**src/inc/lcd_rst_consts.svh**
```systemverilog
`ifndef LCD_RST_CONSTS_SVH
`define LCD_RST_CONSTS_SVH

// ==========================================
// Instruction word layout
`define INSTR_W 16
`define OP_MSB 15
`define OP_LSB 12
`define ARG_W 12

// ==========================================
// Opcodes
`define OP_DISP_CTRL 4'h1
`define OP_KEY_STATE 4'h2
`define OP_GP_STATE 4'h3
`define OP_TECHNIQUE 4'h4
`define OP_SET_ADDR 4'h5
`define OP_CONTRAST 4'h6
`define OP_KEY_READ 4'h7

// ==========================================
// Argument fields
`define DISP_ON_BIT 0
`define DISP_SLEEP_BIT 1
`define TECH_COM_BIT 0
`define TECH_DUTY_LSB 1
`define CONTRAST_EN_BIT 4

// ==========================================
// Widths and reset values
`define KEY_OUT_W 6
`define KEY_DATA_W 30
`define GP_W 4
`define ADDR_W 6
`define DUTY_W 2
`define CONTRAST_W 4
`define RST_KEY_OUT 6'h00
`define RST_KEY_DATA 30'h0000_0000
`define RST_GP 4'h0
`define RST_ADDR 6'h00
`define RST_DUTY 2'h0
`define RST_CONTRAST 4'h0
`define RST_BITCNT 5'h00

`endif

```
**src/inc/lcd_rst_pkg.sv**
```systemverilog
package lcd_rst_pkg;
	typedef enum logic [1:0] {
		SYS_RESET = 2'b00,
		SYS_WAIT_INIT = 2'b01,
		SYS_RUN = 2'b10
	} sys_state_t;

	typedef enum logic {
		RX_WAIT = 1'b0,
		RX_SHIFT = 1'b1
	} rx_state_t;
endpackage

```
**src/verilog/sync2.sv**
```systemverilog
`timescale 1ns/10ps
module sync2 #(
	parameter int WIDTH = 1
) (
	input wire logic clk_sys,
	input wire logic rstn,
	input wire logic [WIDTH-1:0] d_async,
	output logic [WIDTH-1:0] q_sync
);
	logic [WIDTH-1:0] meta_ff;

	// ==========================================
	// Two stages, first stage read only by second
	always_ff @(posedge clk_sys) begin
		if (!rstn) begin
			meta_ff <= '0;
			q_sync <= '0;
		end else begin
			meta_ff <= d_async;
			q_sync <= meta_ff;
		end
	end
endmodule // sync2

```
**src/verilog/serial_rx.sv**
```systemverilog
`timescale 1ns/10ps
`include "lcd_rst_consts.svh"
module serial_rx #(
	parameter int WORD_W = `INSTR_W
) (
	input wire logic clk_sys,
	input wire logic rstn,
	input wire logic clr,
	input wire logic ce_s,
	input wire logic cl_s,
	input wire logic di_s,
	output logic [WORD_W-1:0] word_data,
	output logic word_strobe
);
	import lcd_rst_pkg::*;

	rx_state_t state_ff;
	logic cl_d_ff;
	logic [WORD_W-1:0] shift_ff;
	logic [4:0] cnt_ff;
	wire cl_rise = cl_s && !cl_d_ff;

	always_ff @(posedge clk_sys) begin
		if (!rstn || clr) begin
			cl_d_ff <= 1'b0;
		end else begin
			cl_d_ff <= cl_s;
		end
	end

	// ==========================================
	// Shift register, back to waiting on reset
	always_ff @(posedge clk_sys) begin
		if (!rstn || clr) begin
			state_ff <= RX_WAIT;
			shift_ff <= '0;
			cnt_ff <= `RST_BITCNT;
			word_strobe <= 1'b0;
			word_data <= '0;
		end else begin
			word_strobe <= 1'b0;
			case (state_ff)
				RX_WAIT: begin
					cnt_ff <= `RST_BITCNT;
					if (ce_s) begin
						state_ff <= RX_SHIFT;
					end
				end
				RX_SHIFT: begin
					if (cl_rise && cnt_ff < 5'(WORD_W)) begin
						shift_ff <= {di_s, shift_ff[WORD_W-1:1]};
						cnt_ff <= cnt_ff + 5'h01;
					end
					// Short frames are dropped, never half executed
					if (!ce_s) begin
						state_ff <= RX_WAIT;
						if (cnt_ff == 5'(WORD_W)) begin
							word_data <= shift_ff;
							word_strobe <= 1'b1;
						end
					end
				end
				default: state_ff <= RX_WAIT;
			endcase
		end
	end
endmodule // serial_rx

```
**src/verilog/lcd_ctrl_system_reset.sv**
```systemverilog
`timescale 1ns/10ps
`include "lcd_rst_consts.svh"
module lcd_ctrl_system_reset (
	input wire logic clk_sys,
	input wire logic rstn,
	input wire logic supply_detect_reset,
	input wire logic inhibit_input_n,
	input wire logic ser_ce,
	input wire logic ser_cl,
	input wire logic ser_di,
	input wire logic [`KEY_DATA_W-1:0] key_matrix,
	output lcd_rst_pkg::sys_state_t sys_state,
	output logic osc_run,
	output logic display_on,
	output logic sleep_mode,
	output logic drv_blank,
	output logic latch_load,
	output logic seg_com_common,
	output logic [`DUTY_W-1:0] duty_sel,
	output logic [`ADDR_W-1:0] address_counter,
	output logic contrast_en,
	output logic [`CONTRAST_W-1:0] contrast_level,
	output logic key_scan_active,
	output logic [`KEY_OUT_W-1:0] key_scan_outputs,
	output logic [`KEY_DATA_W-1:0] key_data,
	output logic key_req_out,
	output logic key_req_oe,
	output logic [`GP_W-1:0] general_outputs
);
	import lcd_rst_pkg::*;

	// ==========================================
	// Pin synchronisers
	logic det_s;
	logic inh_n_s;
	logic ce_s;
	logic cl_s;
	logic di_s;
	logic [`KEY_DATA_W-1:0] key_s;

	sync2 #(.WIDTH(5)) u_pin_sync (
		.clk_sys(clk_sys),
		.rstn(rstn),
		.d_async({supply_detect_reset, inhibit_input_n, ser_ce, ser_cl, ser_di}),
		.q_sync({det_s, inh_n_s, ce_s, cl_s, di_s})
	);

	// Key lines sampled together; a torn sample stays in key_data until a press is captured after the next key read
	sync2 #(.WIDTH(`KEY_DATA_W)) u_key_sync (
		.clk_sys(clk_sys),
		.rstn(rstn),
		.d_async(key_matrix),
		.q_sync(key_s)
	);

	// Level reset: held as long as the detector says so
	logic sys_rst;
	assign sys_rst = !rstn || det_s;

	logic inh_act;
	assign inh_act = !inh_n_s;

	// ==========================================
	// Serial interface
	logic [`INSTR_W-1:0] rx_word;
	logic rx_valid;

	serial_rx #(.WORD_W(`INSTR_W)) u_rx (
		.clk_sys(clk_sys),
		.rstn(rstn),
		.clr(det_s),
		.ce_s(ce_s),
		.cl_s(cl_s),
		.di_s(di_s),
		.word_data(rx_word),
		.word_strobe(rx_valid)
	);

	// ==========================================
	// Instruction register and decoder
	logic [`INSTR_W-1:0] instr_ff;
	logic instr_vld_ff;

	always_ff @(posedge clk_sys) begin
		if (sys_rst) begin
			instr_ff <= '0;
			instr_vld_ff <= 1'b0;
		end else begin
			instr_ff <= rx_word;
			instr_vld_ff <= rx_valid;
		end
	end

	function automatic logic is_op(input logic [`INSTR_W-1:0] w, input logic [3:0] op);
		is_op = (w[`OP_MSB:`OP_LSB] == op);
	endfunction

	logic [`ARG_W-1:0] arg;
	logic cmd_disp;
	logic cmd_key;
	logic cmd_gp;
	logic cmd_tech;
	logic cmd_addr;
	logic cmd_contrast;
	logic cmd_key_read;

	assign arg = instr_ff[`ARG_W-1:0];
	assign cmd_disp = instr_vld_ff && is_op(instr_ff, `OP_DISP_CTRL);
	assign cmd_key = instr_vld_ff && is_op(instr_ff, `OP_KEY_STATE);
	assign cmd_gp = instr_vld_ff && is_op(instr_ff, `OP_GP_STATE);
	assign cmd_tech = instr_vld_ff && is_op(instr_ff, `OP_TECHNIQUE);
	assign cmd_addr = instr_vld_ff && is_op(instr_ff, `OP_SET_ADDR);
	assign cmd_contrast = instr_vld_ff && is_op(instr_ff, `OP_CONTRAST);
	assign cmd_key_read = instr_vld_ff && is_op(instr_ff, `OP_KEY_READ);

	// ==========================================
	// Sequencer state
	sys_state_t nxt_state;

	always_comb begin
		nxt_state = sys_state;
		case (sys_state)
			SYS_RESET: nxt_state = SYS_WAIT_INIT;
			SYS_WAIT_INIT: begin
				if (cmd_disp && arg[`DISP_ON_BIT]) begin
					nxt_state = SYS_RUN;
				end
			end
			SYS_RUN: nxt_state = SYS_RUN;
			default: nxt_state = SYS_RESET;
		endcase
	end

	always_ff @(posedge clk_sys) begin
		if (sys_rst) begin
			sys_state <= SYS_RESET;
		end else begin
			sys_state <= nxt_state;
		end
	end

	// ==========================================
	// Clock generator
	always_ff @(posedge clk_sys) begin
		if (sys_rst) begin
			osc_run <= 1'b1;
			sleep_mode <= 1'b0;
		end else if (cmd_disp) begin
			sleep_mode <= arg[`DISP_SLEEP_BIT];
			// Sleep stops the base clock; key wake is outside this block
			osc_run <= !arg[`DISP_SLEEP_BIT];
		end
	end

	// ==========================================
	// Display control, latch and drivers
	logic disp_en_ff;

	always_ff @(posedge clk_sys) begin
		if (sys_rst) begin
			disp_en_ff <= 1'b0;
		end else if (cmd_disp) begin
			disp_en_ff <= arg[`DISP_ON_BIT];
		end
	end

	always_ff @(posedge clk_sys) begin
		if (sys_rst) begin
			display_on <= 1'b0;
			drv_blank <= 1'b1;
		end else begin
			display_on <= disp_en_ff && !inh_act;
			drv_blank <= !(disp_en_ff && !inh_act);
		end
	end

	// Latch content is undefined until this pulse; no reset load
	always_ff @(posedge clk_sys) begin
		if (sys_rst) begin
			latch_load <= 1'b0;
		end else begin
			latch_load <= cmd_disp;
		end
	end

	always_ff @(posedge clk_sys) begin
		if (sys_rst) begin
			seg_com_common <= 1'b0;
			duty_sel <= `RST_DUTY;
		end else if (cmd_tech) begin
			seg_com_common <= arg[`TECH_COM_BIT];
			duty_sel <= arg[`TECH_DUTY_LSB +: `DUTY_W];
		end
	end

	// ==========================================
	// Address counter; RAM arrays live elsewhere, left uncleared on purpose
	always_ff @(posedge clk_sys) begin
		if (sys_rst) begin
			address_counter <= `RST_ADDR;
		end else if (cmd_addr) begin
			address_counter <= arg[`ADDR_W-1:0];
		end
	end

	// ==========================================
	// Contrast adjuster
	always_ff @(posedge clk_sys) begin
		if (sys_rst) begin
			contrast_en <= 1'b0;
			contrast_level <= `RST_CONTRAST;
		end else if (cmd_contrast) begin
			contrast_en <= arg[`CONTRAST_EN_BIT];
			contrast_level <= arg[`CONTRAST_W-1:0];
		end
	end

	// ==========================================
	// Key scan and key buffer
	logic key_en_ff;
	logic [`KEY_OUT_W-1:0] key_lvl_ff;
	logic key_pend_ff;
	logic nxt_pend;
	logic key_hit;

	assign key_hit = key_en_ff && !inh_act && (|key_s) && !key_pend_ff;

	always_ff @(posedge clk_sys) begin
		if (sys_rst) begin
			key_en_ff <= 1'b0;
			key_lvl_ff <= `RST_KEY_OUT;
		end else if (cmd_key) begin
			key_en_ff <= 1'b1;
			key_lvl_ff <= arg[`KEY_OUT_W-1:0];
		end
	end

	always_ff @(posedge clk_sys) begin
		if (sys_rst) begin
			key_data <= `RST_KEY_DATA;
		end else if (key_hit) begin
			key_data <= key_s;
		end
	end

	// New press wins over a read in the same cycle
	always_comb begin
		nxt_pend = key_pend_ff;
		if (cmd_key_read) begin
			nxt_pend = 1'b0;
		end
		if (key_hit) begin
			nxt_pend = 1'b1;
		end
	end

	always_ff @(posedge clk_sys) begin
		if (sys_rst) begin
			key_pend_ff <= 1'b0;
		end else begin
			key_pend_ff <= nxt_pend;
		end
	end

	always_ff @(posedge clk_sys) begin
		if (sys_rst) begin
			key_scan_active <= 1'b0;
			key_scan_outputs <= `RST_KEY_OUT;
			key_req_out <= 1'b0;
			key_req_oe <= 1'b0;
		end else begin
			key_scan_active <= key_en_ff && !inh_act;
			key_scan_outputs <= (key_en_ff && !inh_act) ? key_lvl_ff : `RST_KEY_OUT;
			key_req_out <= 1'b0;
			// Released during a transfer and before the scan is set up
			key_req_oe <= key_en_ff && nxt_pend && !ce_s;
		end
	end

	// ==========================================
	// General outputs
	logic gp_unlock_ff;
	logic [`GP_W-1:0] gp_lvl_ff;

	always_ff @(posedge clk_sys) begin
		if (sys_rst) begin
			gp_unlock_ff <= 1'b0;
			gp_lvl_ff <= `RST_GP;
		end else if (cmd_gp) begin
			gp_unlock_ff <= 1'b1;
			gp_lvl_ff <= arg[`GP_W-1:0];
		end
	end

	always_ff @(posedge clk_sys) begin
		if (sys_rst) begin
			general_outputs <= `RST_GP;
		end else begin
			general_outputs <= (gp_unlock_ff && !inh_act) ? gp_lvl_ff : `RST_GP;
		end
	end
endmodule // lcd_ctrl_system_reset

```
**config.mk**
```make
export PLATFORM = sky130hd
export DESIGN_NAME = lcd_ctrl_system_reset
export DESIGN_NICKNAME = d
export VERILOG_FILES = /design/src/inc/lcd_rst_pkg.sv /design/src/verilog/sync2.sv /design/src/verilog/serial_rx.sv /design/src/verilog/lcd_ctrl_system_reset.sv
export VERILOG_INCLUDE_DIRS = /design/src /design/src/inc
export SDC_FILE = /design/constraint.sdc
export NUM_CORES = 1
export LEC_CHECK = 0
export BUFFER_PORTS_ARGS = -buffer_cell sky130_fd_sc_hd__buf_4
export CORE_MARGIN = 3
export CORE_UTILIZATION = 45
export DETAILED_ROUTE_END_ITERATION = 6
export HOLD_SLACK_MARGIN = 0.05
export PLACE_DENSITY = 0.72
export SETUP_SLACK_MARGIN = 0.5
export SLEW_MARGIN = 20
export SYNTH_ARGS = -nofsm -noshare
export SYNTH_HDL_FRONTEND = slang
export SYNTH_SLANG_ARGS = --single-unit
```
**constraint.sdc**
```tcl
create_clock -name clk_sys -period 3.6 [get_ports clk_sys]
set_clock_uncertainty 0.1 [all_clocks]
set_input_delay 0.72 -clock clk_sys [delete_from_list [all_inputs] [get_ports clk_sys]]
set_output_delay 0.72 -clock clk_sys [all_outputs]
set_load 0.1 [all_outputs]
```
* Yosys cells after proc, flatten, opt, wreduce, memory -nomap -nowiden
Cells that the tools add are included.
** Operators by class
- Bitwise operators :: 4
- Add/sub/neg operators :: 1
- Multiplexer cells :: 8
- Equal/unequal tests :: 12
- Reduce and logical (&&, ||, !) cells :: 31
- $lt $le $gt $ge :: 1
** Operators with widths (number)
- OR reduction 30 bit :: 1
- logical AND 1 bit :: 17
- equality test 4 x 3 -> 1 bit, second input constant :: 4
- one-hot mux 5 bit (2 select lines) :: 1
- equality test 4 x 2 -> 1 bit, second input constant :: 2
- zero test 1 bit :: 6
- one-hot mux 2 bit (3 select lines) :: 1
- adder 5 x 1 -> 5 bit, second input constant :: 1
- equality test 5 bit, second input constant :: 1
- less-than comparator 5 bit, second input constant :: 1
- 2-to-1 mux 5 bit :: 1
- equality test 4 x 1 -> 1 bit, second input constant :: 1
- 2-to-1 mux 1 bit :: 4
- inequality test 2 bit, second input constant :: 2
- NOT 1 bit :: 4
- OR reduction 2 bit :: 2
- AND reduction 3 bit :: 1
- OR reduction 3 bit :: 1
- equality test 2 x 1 -> 1 bit, second input constant :: 1
- equality test 2 bit, second input constant :: 1
- zero test 2 bit :: 1
- 2-to-1 mux 2 bit :: 1
- AND reduction 2 bit :: 1
- logical OR 1 bit :: 1
** Word-level totals
- Register bits :: 204
- Word-level logic and storage cells :: 91
- Output and inout port bits :: 64
- Bits of input ports :: 37

* Logic depth before layout (Yosys ltp)
Gate-level depths: netlist of run 1.
- Depth in word-level cells :: 6
- Mapped depth :: 7
- Depth with buffers taken out :: 6

* By module
Synthesis of run 1 repeated with hierarchy kept, for this count alone.
** Second synthesis, totals
- Cells, all modules :: 632
- Area, all modules :: 6692.7 um2
** By module, submodules not included
- lcd_ctrl_system_reset :: cells an instance 325, area each 3279.4 um2, instances 1
- sync2 (u_key_sync) :: cells an instance 126, area each 1666.6 um2, instances 1
- serial_rx :: cells an instance 161, area each 1483.9 um2, instances 1
- sync2 (u_pin_sync) :: cells an instance 20, area each 262.8 um2, instances 1

* Worst setup path before layout of run 1
No wires, ideal clock.
- Kind :: register to register
- From :: register sys_state[0]
- To :: register sys_state[0]
- Setup time :: 0.128 ns
- Arrival time :: 1.778 ns
- Buffers on the path :: 0
- Stages on the path, launching flop included :: 6
- Path slack :: 1.595 ns
- Clock period less this slack :: 2.005 ns
- Cell sequence :: dfxtp_1 -> ha_1 -> inv_1 -> a41oi_1 -> mux2i_1 -> nor2_1
** Between the ends
- Word-level cells in the longest chain between the ends :: 2
** RTL lines
- start, declared :: RTL line lcd_ctrl_system_reset.sv:12 : output lcd_rst_pkg::sys_state_t sys_state,
- start signal, assigned :: RTL line lcd_ctrl_system_reset.sv:138 : sys_state <= nxt_state;
- equality test 2 bit (tied with other cells) :: RTL line lcd_ctrl_system_reset.sv:122 : case (sys_state)
- one-hot mux 2 bit (3 select lines) or inequality test 2 bit (tied branches)
Several ways; a longest one is shown, not always the timed one.
A chain may end at the register's enable or synchronous reset.

* Final worst setup path of run 1
- From :: register sys_state[0]
- To :: output sys_state[0]
No word-level cell between the ends.

==> results of run 1 <==
## cell type report
class	count	area (µm²)
Fill cell	1203	5810
Sequential cell	192	3840
Multi-Input combinational cell	361	2210
Timing Repair Buffer	103	773
Clock buffer	17	425
Tap cell	176	220
Clock inverter	15	136
Inverter	9	33.8
## layout by cell type (no fill, tap or decap), types with 2 or more instances in the layout
| cell type | instances |
|---|---|
| clkinv_2 | 4 |
| nor2_1 | 38 |
| buf_4 | 103 |
| o21ai_0 | 2 |
| nand4_1 | 5 |
| inv_1 | 9 |
| a21oi_1 | 20 |
| nor4_1 | 3 |
| dfxtp_1 | 192 |
| o22a_1 | 10 |
| ha_1 | 4 |
| and2_1 | 94 |
| nand2_1 | 99 |
| clkinvlp_4 | 3 |
| nand3b_1 | 2 |
| xor2_1 | 2 |
| clkbuf_16 | 17 |
| nor4_2 | 4 |
| and3_1 | 3 |
| nand3_1 | 3 |
| inv_6 | 3 |
| mux2i_1 | 58 |
| clkinv_4 | 3 |
## power groups by stage
| stage | logic [mW] | clock network, mW | registers [mW] |
|---|---|---|---|
| global placement | 0.253 | 0 | 2.24 |
| floorplan | 0.116 | 0 | 2.31 |
| global route | 0.280 | 1.88 | 2.20 |
| detailed placement | 0.260 | 0 | 2.24 |
| finish | 0.261 | 1.75 | 2.20 |
| CTS | 0.263 | 1.79 | 2.20 |
## sequential cells by signal, indices dropped and copies added, names as in the netlist, 6 cells and up
name / cells
address_counter: 6
key_scan_outputs: 6
instr_ff: 10
u_rx.word_data: 10
u_key_sync.q_sync: 30
key_lvl_ff: 6
u_rx.shift_ff: 16
key_data: 30
u_key_sync.meta_ff: 30
## how the worst max path moves through the flow
stage / from / to / slack, ns / cells past startpoint
final: sys_state[0] / sys_state[0] / 1.66 / 1
after global routing: rstn / u_rx.cnt_ff[0] / 1.43 / 5
after CTS: sys_state[0] / sys_state[0] / 1.64 / 1
after detailed placement: rstn / u_rx.cnt_ff[3] / 1.22 / 5
after global placement: rstn / u_rx.cnt_ff[0] / 1.29 / 5
after floorplan: sys_state[0] / sys_state[0] / 1.59 / 5
## per-layer routing
metal | global-route usage | part of all wire
met1 | 0.176 | 0.44
met5 | 0 | 0
met3 | 0.0442 | 0.040
met4 | 0.0754 | 0.026
met2 | 0.256 | 0.50
## through the flow
stage / power (mW) / setup slack [ns]
after floorplan: 2.43 / 1.59
after global placement: 2.49 / 1.29
after detailed placement: 2.50 / 1.22
after CTS: 4.25 / 1.64
after global routing: 4.36 / 1.43
final: 4.21 / 1.66
## cells by family (layout without fill, tap and decap cells)
kind of cell	after synthesis	count (layout)	share of synthesized area
simple gates	259	259	0.209
flops	192	192	0.610
mux	58	58	0.0921
buf+inv	45	144	0.0401
compound gates	36	36	0.0365
fa+ha+maj	4	4	0.00794
xor+xnor	3	3	0.00417
other cells	1	1	0.000595
==> impl_table.tex, run 1 <==
\begin{tabular}{lr}
\hline
Metric & Value \\
\hline
\multicolumn{2}{l}{\textbf{STA}} \\
\quad Final Cycle Share & 0.539 \\
\quad Peak Freq & 516 MHz \\
\quad Setup TNS & 0 ns \\
\quad Worst hold-check slack & 0.333 ns \\
\quad Relative slew margins & 0.353 \\
\quad Max-slew violations & 0 \\
\quad Setup repair after global routing missed its margin & no \\
\quad Final setup violation count & 0 \\
\quad Post-layout min period & 1.94 ns \\
\quad Slew at the pin closest to its max-slew limit & 0.970 ns \\
\quad Final-report hold violation count & 0 \\
\multicolumn{2}{l}{\textbf{Detailed routing}} \\
\quad Final WL & 11500 µm \\
\quad Average detailed-routed wire length per instance & 13.1 µm \\
\quad Vias per cell & 4.68 \\
\quad DRC violation total after the first TritonRoute iteration & 259 \\
\quad Via Count & 4090 \\
\quad Number of detailed-route iterations in the first pass & 6 \\
\quad Number of nets with antenna violations after routing & 0 \\
\quad Total DRC errors in the routed layout & 0 \\
\multicolumn{2}{l}{\textbf{Critical path}} \\
\quad Worst-path cell chain & buf\_4 \\
\quad Worst-case register-to-register setup slack & 1.66 ns \\
\quad Launch point of the worst reg-to-reg path & u\_key\_sync.q\_sync[15] \\
\quad Req. time, crit path & 2.78 ns \\
\quad Crit path max-delay family & flip-flops \\
\quad Reg-to-reg critical path endpoint & key\_data[21] \\
\quad Data arrival, critical path & 1.12 ns \\
\quad Critical Path End Type & output pin \\
\quad Largest incremental delay on the critical path & 0.38 ns \\
\quad Number of cell instances on the worst register-to-register path & 4 \\
\quad Slowest-stage cell, CP & dfxtp\_1 \\
\quad Kind of critical path & reg -> out \\
\quad Crit path launch type & register \\
\quad Crit path buffers/inverters & 1 \\
\quad Highest net fanout along the worst path & 4 \\
\multicolumn{2}{l}{\textbf{Synthesis}} \\
\quad Number of distinct library cell variants in the gate-level netlist after synthesis & 37 \\
\quad Library cell occupying the most area in the post-synthesis netlist & dfxtp\_1 \\
\quad Commonest cells in the netlist & dfxtp\_1, nand2\_1, and2\_1 \\
\quad Sequential fraction of the synthesis area & 0.610 \\
\quad Post-synthesis instance area & 6310 µm² \\
\quad Async set-reset flop share out of synthesis & 0 \\
\quad Area contributors post-synth & dfxtp\_1, and2\_1, mux2i\_1 \\
\quad Leading register cell type out of synthesis & dfxtp\_1 \\
\quad Ys Warns & 0 \\
\quad Flop and latch count out of synthesis & 192 \\
\quad Post-synth top area share & 0.610 \\
\quad Gate count of the mapped netlist & 598 \\
\quad Dominant cell by count in the synthesized netlist & dfxtp\_1 \\
\quad Post-Syn Area per Cell & 10.5 µm² \\
\quad Post-synth EDFFs & 0 \\
\quad Total nets after synthesis & 639 \\
\multicolumn{2}{l}{\textbf{Global routing}} \\
\quad Overall overflow remaining after global route & 0 \\
\quad Number of global-route vias before repair & 4061 \\
\quad Antenna violations before repair & 0 \\
\quad First-pass GRT wire length & 19100 µm \\
\quad Overall fraction of global-route tracks in use & 0.152 \\
\quad Largest net degree at the start of global routing & 73 \\
\multicolumn{2}{l}{\textbf{Power and ir drop}} \\
\quad Total net switching power & 0.981 mW \\
\quad VDD IR-drop max & 0.000310 V \\
\quad Sequential share of power & 0.522 \\
\quad Leakage power total & 3.14 nW \\
\quad Clock group share of total power & 0.416 \\
\quad Proportion of power drawn by combinational gates & 0.062 \\
\quad Power density over the cells & 550 nW/µm² \\
\quad Power Internal & 3.22 mW \\
\quad Sw Share & 0.233 \\
\multicolumn{2}{l}{\textbf{Clocking}} \\
\quad Cells resized by post-CTS repair & 0 \\
\quad Post-CTS Setup Bufs & 0 \\
\quad Clock latency reported for the late side of the worst-skew pair & 0.42 ns \\
\quad CTS max path bufs & 2 \\
\quad Clock tree from TritonCTS & done \\
\quad H-tree depth reported by CTS & 4 \\
\quad Number of clock buffers inserted by TritonCTS & 17 \\
\quad Clock transition at the registers of the reported paths & 0.07 ns \\
\quad Number of hold-repair buffers added at the cts stage & 0 \\
\quad Number of clock sinks & 192 \\
\quad Cell chosen for the clock root & clkbuf\_16 \\
\multicolumn{2}{l}{\textbf{Worst hold path}} \\
\quad Hold\_sp & u\_key\_sync.meta\_ff[15] \\
\quad Type of the tightest min-delay check & reg -> reg \\
\quad Hold Path Depth & 1 \\
\quad Hold Crit Endpoint & u\_key\_sync.q\_sync[15] \\
\multicolumn{2}{l}{\textbf{Die}} \\
\quad Number of I/O pins & 101 \\
\quad Die boundary width & 124 µm \\
\quad Floorplan die area & 15500 µm² \\
\quad FP Rows & 42 \\
\quad Die height & 124 µm \\
\quad CORE AREA & 13500 µm² \\
\quad Starting density of the core & 0.469 \\
\multicolumn{2}{l}{\textbf{Place}} \\
\quad Final HPWL DP & 7890 µm \\
\quad Placement-stage cell area & 7080 µm² \\
\quad Routability congestion estimate & 0.774 \\
\quad Number of port buffers & 99 \\
\quad Instance count after placement with tap cells included & 841 \\
\multicolumn{2}{l}{\textbf{Final layout}} \\
\quad Final core area utilization & 0.568 \\
\quad Final std cell area, no fill & 7640 µm² \\
\quad Fraction of layout cells with a size suffix above 1 & 0.205 \\
\quad Post-synthesis to final-layout area growth & 21.2\% \\
\quad Number of diodes & 0 \\
\quad Finished Layout Cells & 873 \\
\quad Total Nets Final & 725 \\
\multicolumn{2}{l}{\textbf{Flow run}} \\
\quad Number of maximum-capacitance constraint violations & 0 \\
\multicolumn{2}{l}{\textbf{Run status}} \\
\quad Run status & finished, final reports clean \\
\hline
\end{tabular}
(Power assumes the default switching activity.)
==> run 2: changes to the inputs <==
==> constraint.sdc (replaced) <==
create_clock -name clk_sys -period 2.03 [get_ports clk_sys]
set_clock_uncertainty 0.1 [all_clocks]
set_input_delay 0.406 -clock clk_sys [delete_from_list [all_inputs] [get_ports clk_sys]]
set_output_delay 0.406 -clock clk_sys [all_outputs]
set_load 0.1 [all_outputs]
==> impl_table.tex, run 2 (synthesis results as in run 1) <==
\begin{tabular}{lr}
\hline
Metric & Value \\
\hline
\multicolumn{2}{l}{\textbf{Run status}} \\
\quad Run status & finished, final reports clean \\
\multicolumn{2}{l}{\textbf{Final layout}} \\
\quad Top library cells by usage in the layout, fill and taps aside & dfxtp\_1, nand2\_1, and2\_1 \\
\quad Largest registers & key\_data x30, u\_key\_sync.meta\_ff x30, u\_key\_sync.q\_sync x30 \\
\quad Total Nets Final & 746 \\
\quad Number of diodes & 0 \\
\quad Leading cell type in the layout, fill and taps excluded & dfxtp\_1 \\
\quad Final std cell area, no fill & 8740 µm² \\
\quad Finished Layout Cells & 894 \\
\quad Final core area utilization & 0.649 \\
\quad Post-synthesis to final-layout area growth & 38.6\% \\
\quad Fraction of layout cells with a size suffix above 1 & 0.318 \\
\multicolumn{2}{l}{\textbf{Global routing}} \\
\quad Overall fraction of global-route tracks in use & 0.162 \\
\quad Met1 track utilization from global routing & 0.193 \\
\quad First-pass GRT wire length & 20400 µm \\
\quad Antenna violations before repair & 0 \\
\quad Number of global-route vias before repair & 4229 \\
\quad Met2 routing resource usage after global routing & 0.281 \\
\quad M3 GR Usage & 0.0386 \\
\quad Largest net degree at the start of global routing & 43 \\
\quad Busiest grt layer & met2 \\
\quad Overall overflow remaining after global route & 0 \\
\multicolumn{2}{l}{\textbf{Die}} \\
\quad Starting density of the core & 0.469 \\
\quad FP Rows & 42 \\
\quad CORE AREA & 13500 µm² \\
\quad Number of I/O pins & 101 \\
\quad Floorplan die area & 15500 µm² \\
\quad Die boundary width & 124 µm \\
\quad Die height & 124 µm \\
\multicolumn{2}{l}{\textbf{Critical path}} \\
\quad Req. time, crit path & 2.23 ns \\
\quad Highest net fanout along the worst path & 8 \\
\quad Crit path launch type & register \\
\quad Kind of critical path & reg -> reg \\
\quad Largest incremental delay on the critical path & 0.33 ns \\
\quad Data arrival, critical path & 1.82 ns \\
\quad Number of cell instances on the worst register-to-register path & 5 \\
\quad Slowest-stage cell, CP & dfxtp\_2 \\
\quad Worst-path cell chain & nor4\_4 > nand4\_1 > buf\_6 > o21a\_4 > mux2i\_2 \\
\quad Critical Path End Type & register \\
\multicolumn{2}{l}{\textbf{Clocking}} \\
\quad Number of hold-repair buffers added at the cts stage & 0 \\
\quad Number of clock sinks & 192 \\
\quad CTS max path bufs & 2 \\
\quad Clock transition at the registers of the reported paths & 0.07 ns \\
\quad H-tree depth reported by CTS & 4 \\
\quad Number of clock buffers inserted by TritonCTS & 17 \\
\quad Clock tree from TritonCTS & done \\
\quad Clock latency reported for the late side of the worst-skew pair & 0.42 ns \\
\quad Cell chosen for the clock root & clkbuf\_16 \\
\multicolumn{2}{l}{\textbf{STA}} \\
\quad Post-layout min period & 1.61 ns \\
\quad Peak Freq & 619 MHz \\
\quad Setup repair after global routing missed its margin & yes \\
\quad Final-report hold violation count & 0 \\
\quad Setup TNS & 0 ns \\
\quad Max-slew violations & 0 \\
\quad Relative slew margins & 0.662 \\
\quad Final setup violation count & 0 \\
\quad Final Cycle Share & 0.795 \\
\quad Slew at the pin closest to its max-slew limit & 0.507 ns \\
\quad Worst hold-check slack & 0.0931 ns \\
\multicolumn{2}{l}{\textbf{Detailed routing}} \\
\quad Total DRC errors in the routed layout & 0 \\
\quad Via Count & 4278 \\
\quad DRC violation total after the first TritonRoute iteration & 214 \\
\quad Vias per cell & 4.79 \\
\quad Average detailed-routed wire length per instance & 14.8 µm \\
\quad Number of detailed-route iterations in the first pass & 4 \\
\quad Number of nets with antenna violations after routing & 0 \\
\quad Final WL & 13300 µm \\
\multicolumn{2}{l}{\textbf{Power and ir drop}} \\
\quad Total net switching power & 1.80 mW \\
\quad Sequential share of power & 0.511 \\
\quad Power density over the cells & 876 nW/µm² \\
\quad VDD IR-drop max & 0.000886 V \\
\quad Sw Share & 0.235 \\
\quad Proportion of power drawn by combinational gates & 0.071 \\
\quad Clock group share of total power & 0.418 \\
\quad Leakage power total & 3.48 nW \\
\quad Power Internal & 5.86 mW \\
\multicolumn{2}{l}{\textbf{Worst hold path}} \\
\quad Type of the tightest min-delay check & in -> reg \\
\quad Hold Path Depth & 2 \\
\multicolumn{2}{l}{\textbf{Place}} \\
\quad Instance count after placement with tap cells included & 845 \\
\quad Final HPWL DP & 8160 µm \\
\quad Routability congestion estimate & 0.734 \\
\quad Number of port buffers & 99 \\
\quad Placement-stage cell area & 7130 µm² \\
\multicolumn{2}{l}{\textbf{Flow run}} \\
\quad Number of maximum-capacitance constraint violations & 0 \\
\hline
\end{tabular}
## run 2: through the flow
| step | power, mW | setup slack, ns |
|---|---|---|
| final | 7.66 | 0.416 |
| after global routing | 7.93 | 0.348 |
| after global placement | 4.44 | 0.166 |
| after CTS | 7.67 | 0.396 |
| after detailed placement | 4.45 | 0.117 |
| after floorplan | 4.32 | 0.496 |
## run 2: final timing paths
check / startpoint / endpoint / slack (ns)
max: u_key_sync.q_sync[15] / key_data[15] / 0.42
min reg2reg: u_rx.word_strobe / instr_vld_ff / 0.32
min: ser_cl / u_pin_sync.meta_ff[1] / 0.09
max reg2reg: u_key_sync.q_sync[15] / key_data[15] / 0.42
## run 2: cell type report
class                   instances  area, µm²
well taps                     176        220
multi-input cells             364       2390
flip-flops and latches        192       3910
repair buffers                121       1600
fillers                      1005       4720
clock buffers                  19        453
clock inverters                13        126
inverters                       9       38.8
## run 2: repair_timing
item,4_1_cts,5_1_grt
setup buffers,2,11
pin swaps,6,12
endpoints found under the setup margin,142,111
resized for setup,154,95
gates cloned,3,1
## run 2: power groups by stage
stage	sequential, mW	clock, mW	combinational [mW]
after global routing	3.92	3.43	0.581
after CTS	3.91	3.25	0.505
final	3.92	3.20	0.540
after global placement	3.98	0	0.457
after detailed placement	3.99	0	0.467
after floorplan	4.11	0	0.205
## run 2: metal layers
layer	vias up	part of all wire
li1	2159	-
met1	2026	0.43
met2	74	0.52
met3	19	0.031
met4	0	0.018
met5	-	0
## run 2: worst max-delay path, delay by kind of cell, from the launching register on
kind / cells / cell delay (ns)
AOI/OAI and AO/OA: 1 / 0.28
buffers and inverters: 1 / 0.17
DFF: 1 / 0.33
muxes: 1 / 0.18
and+or+nand+nor: 2 / 0.43
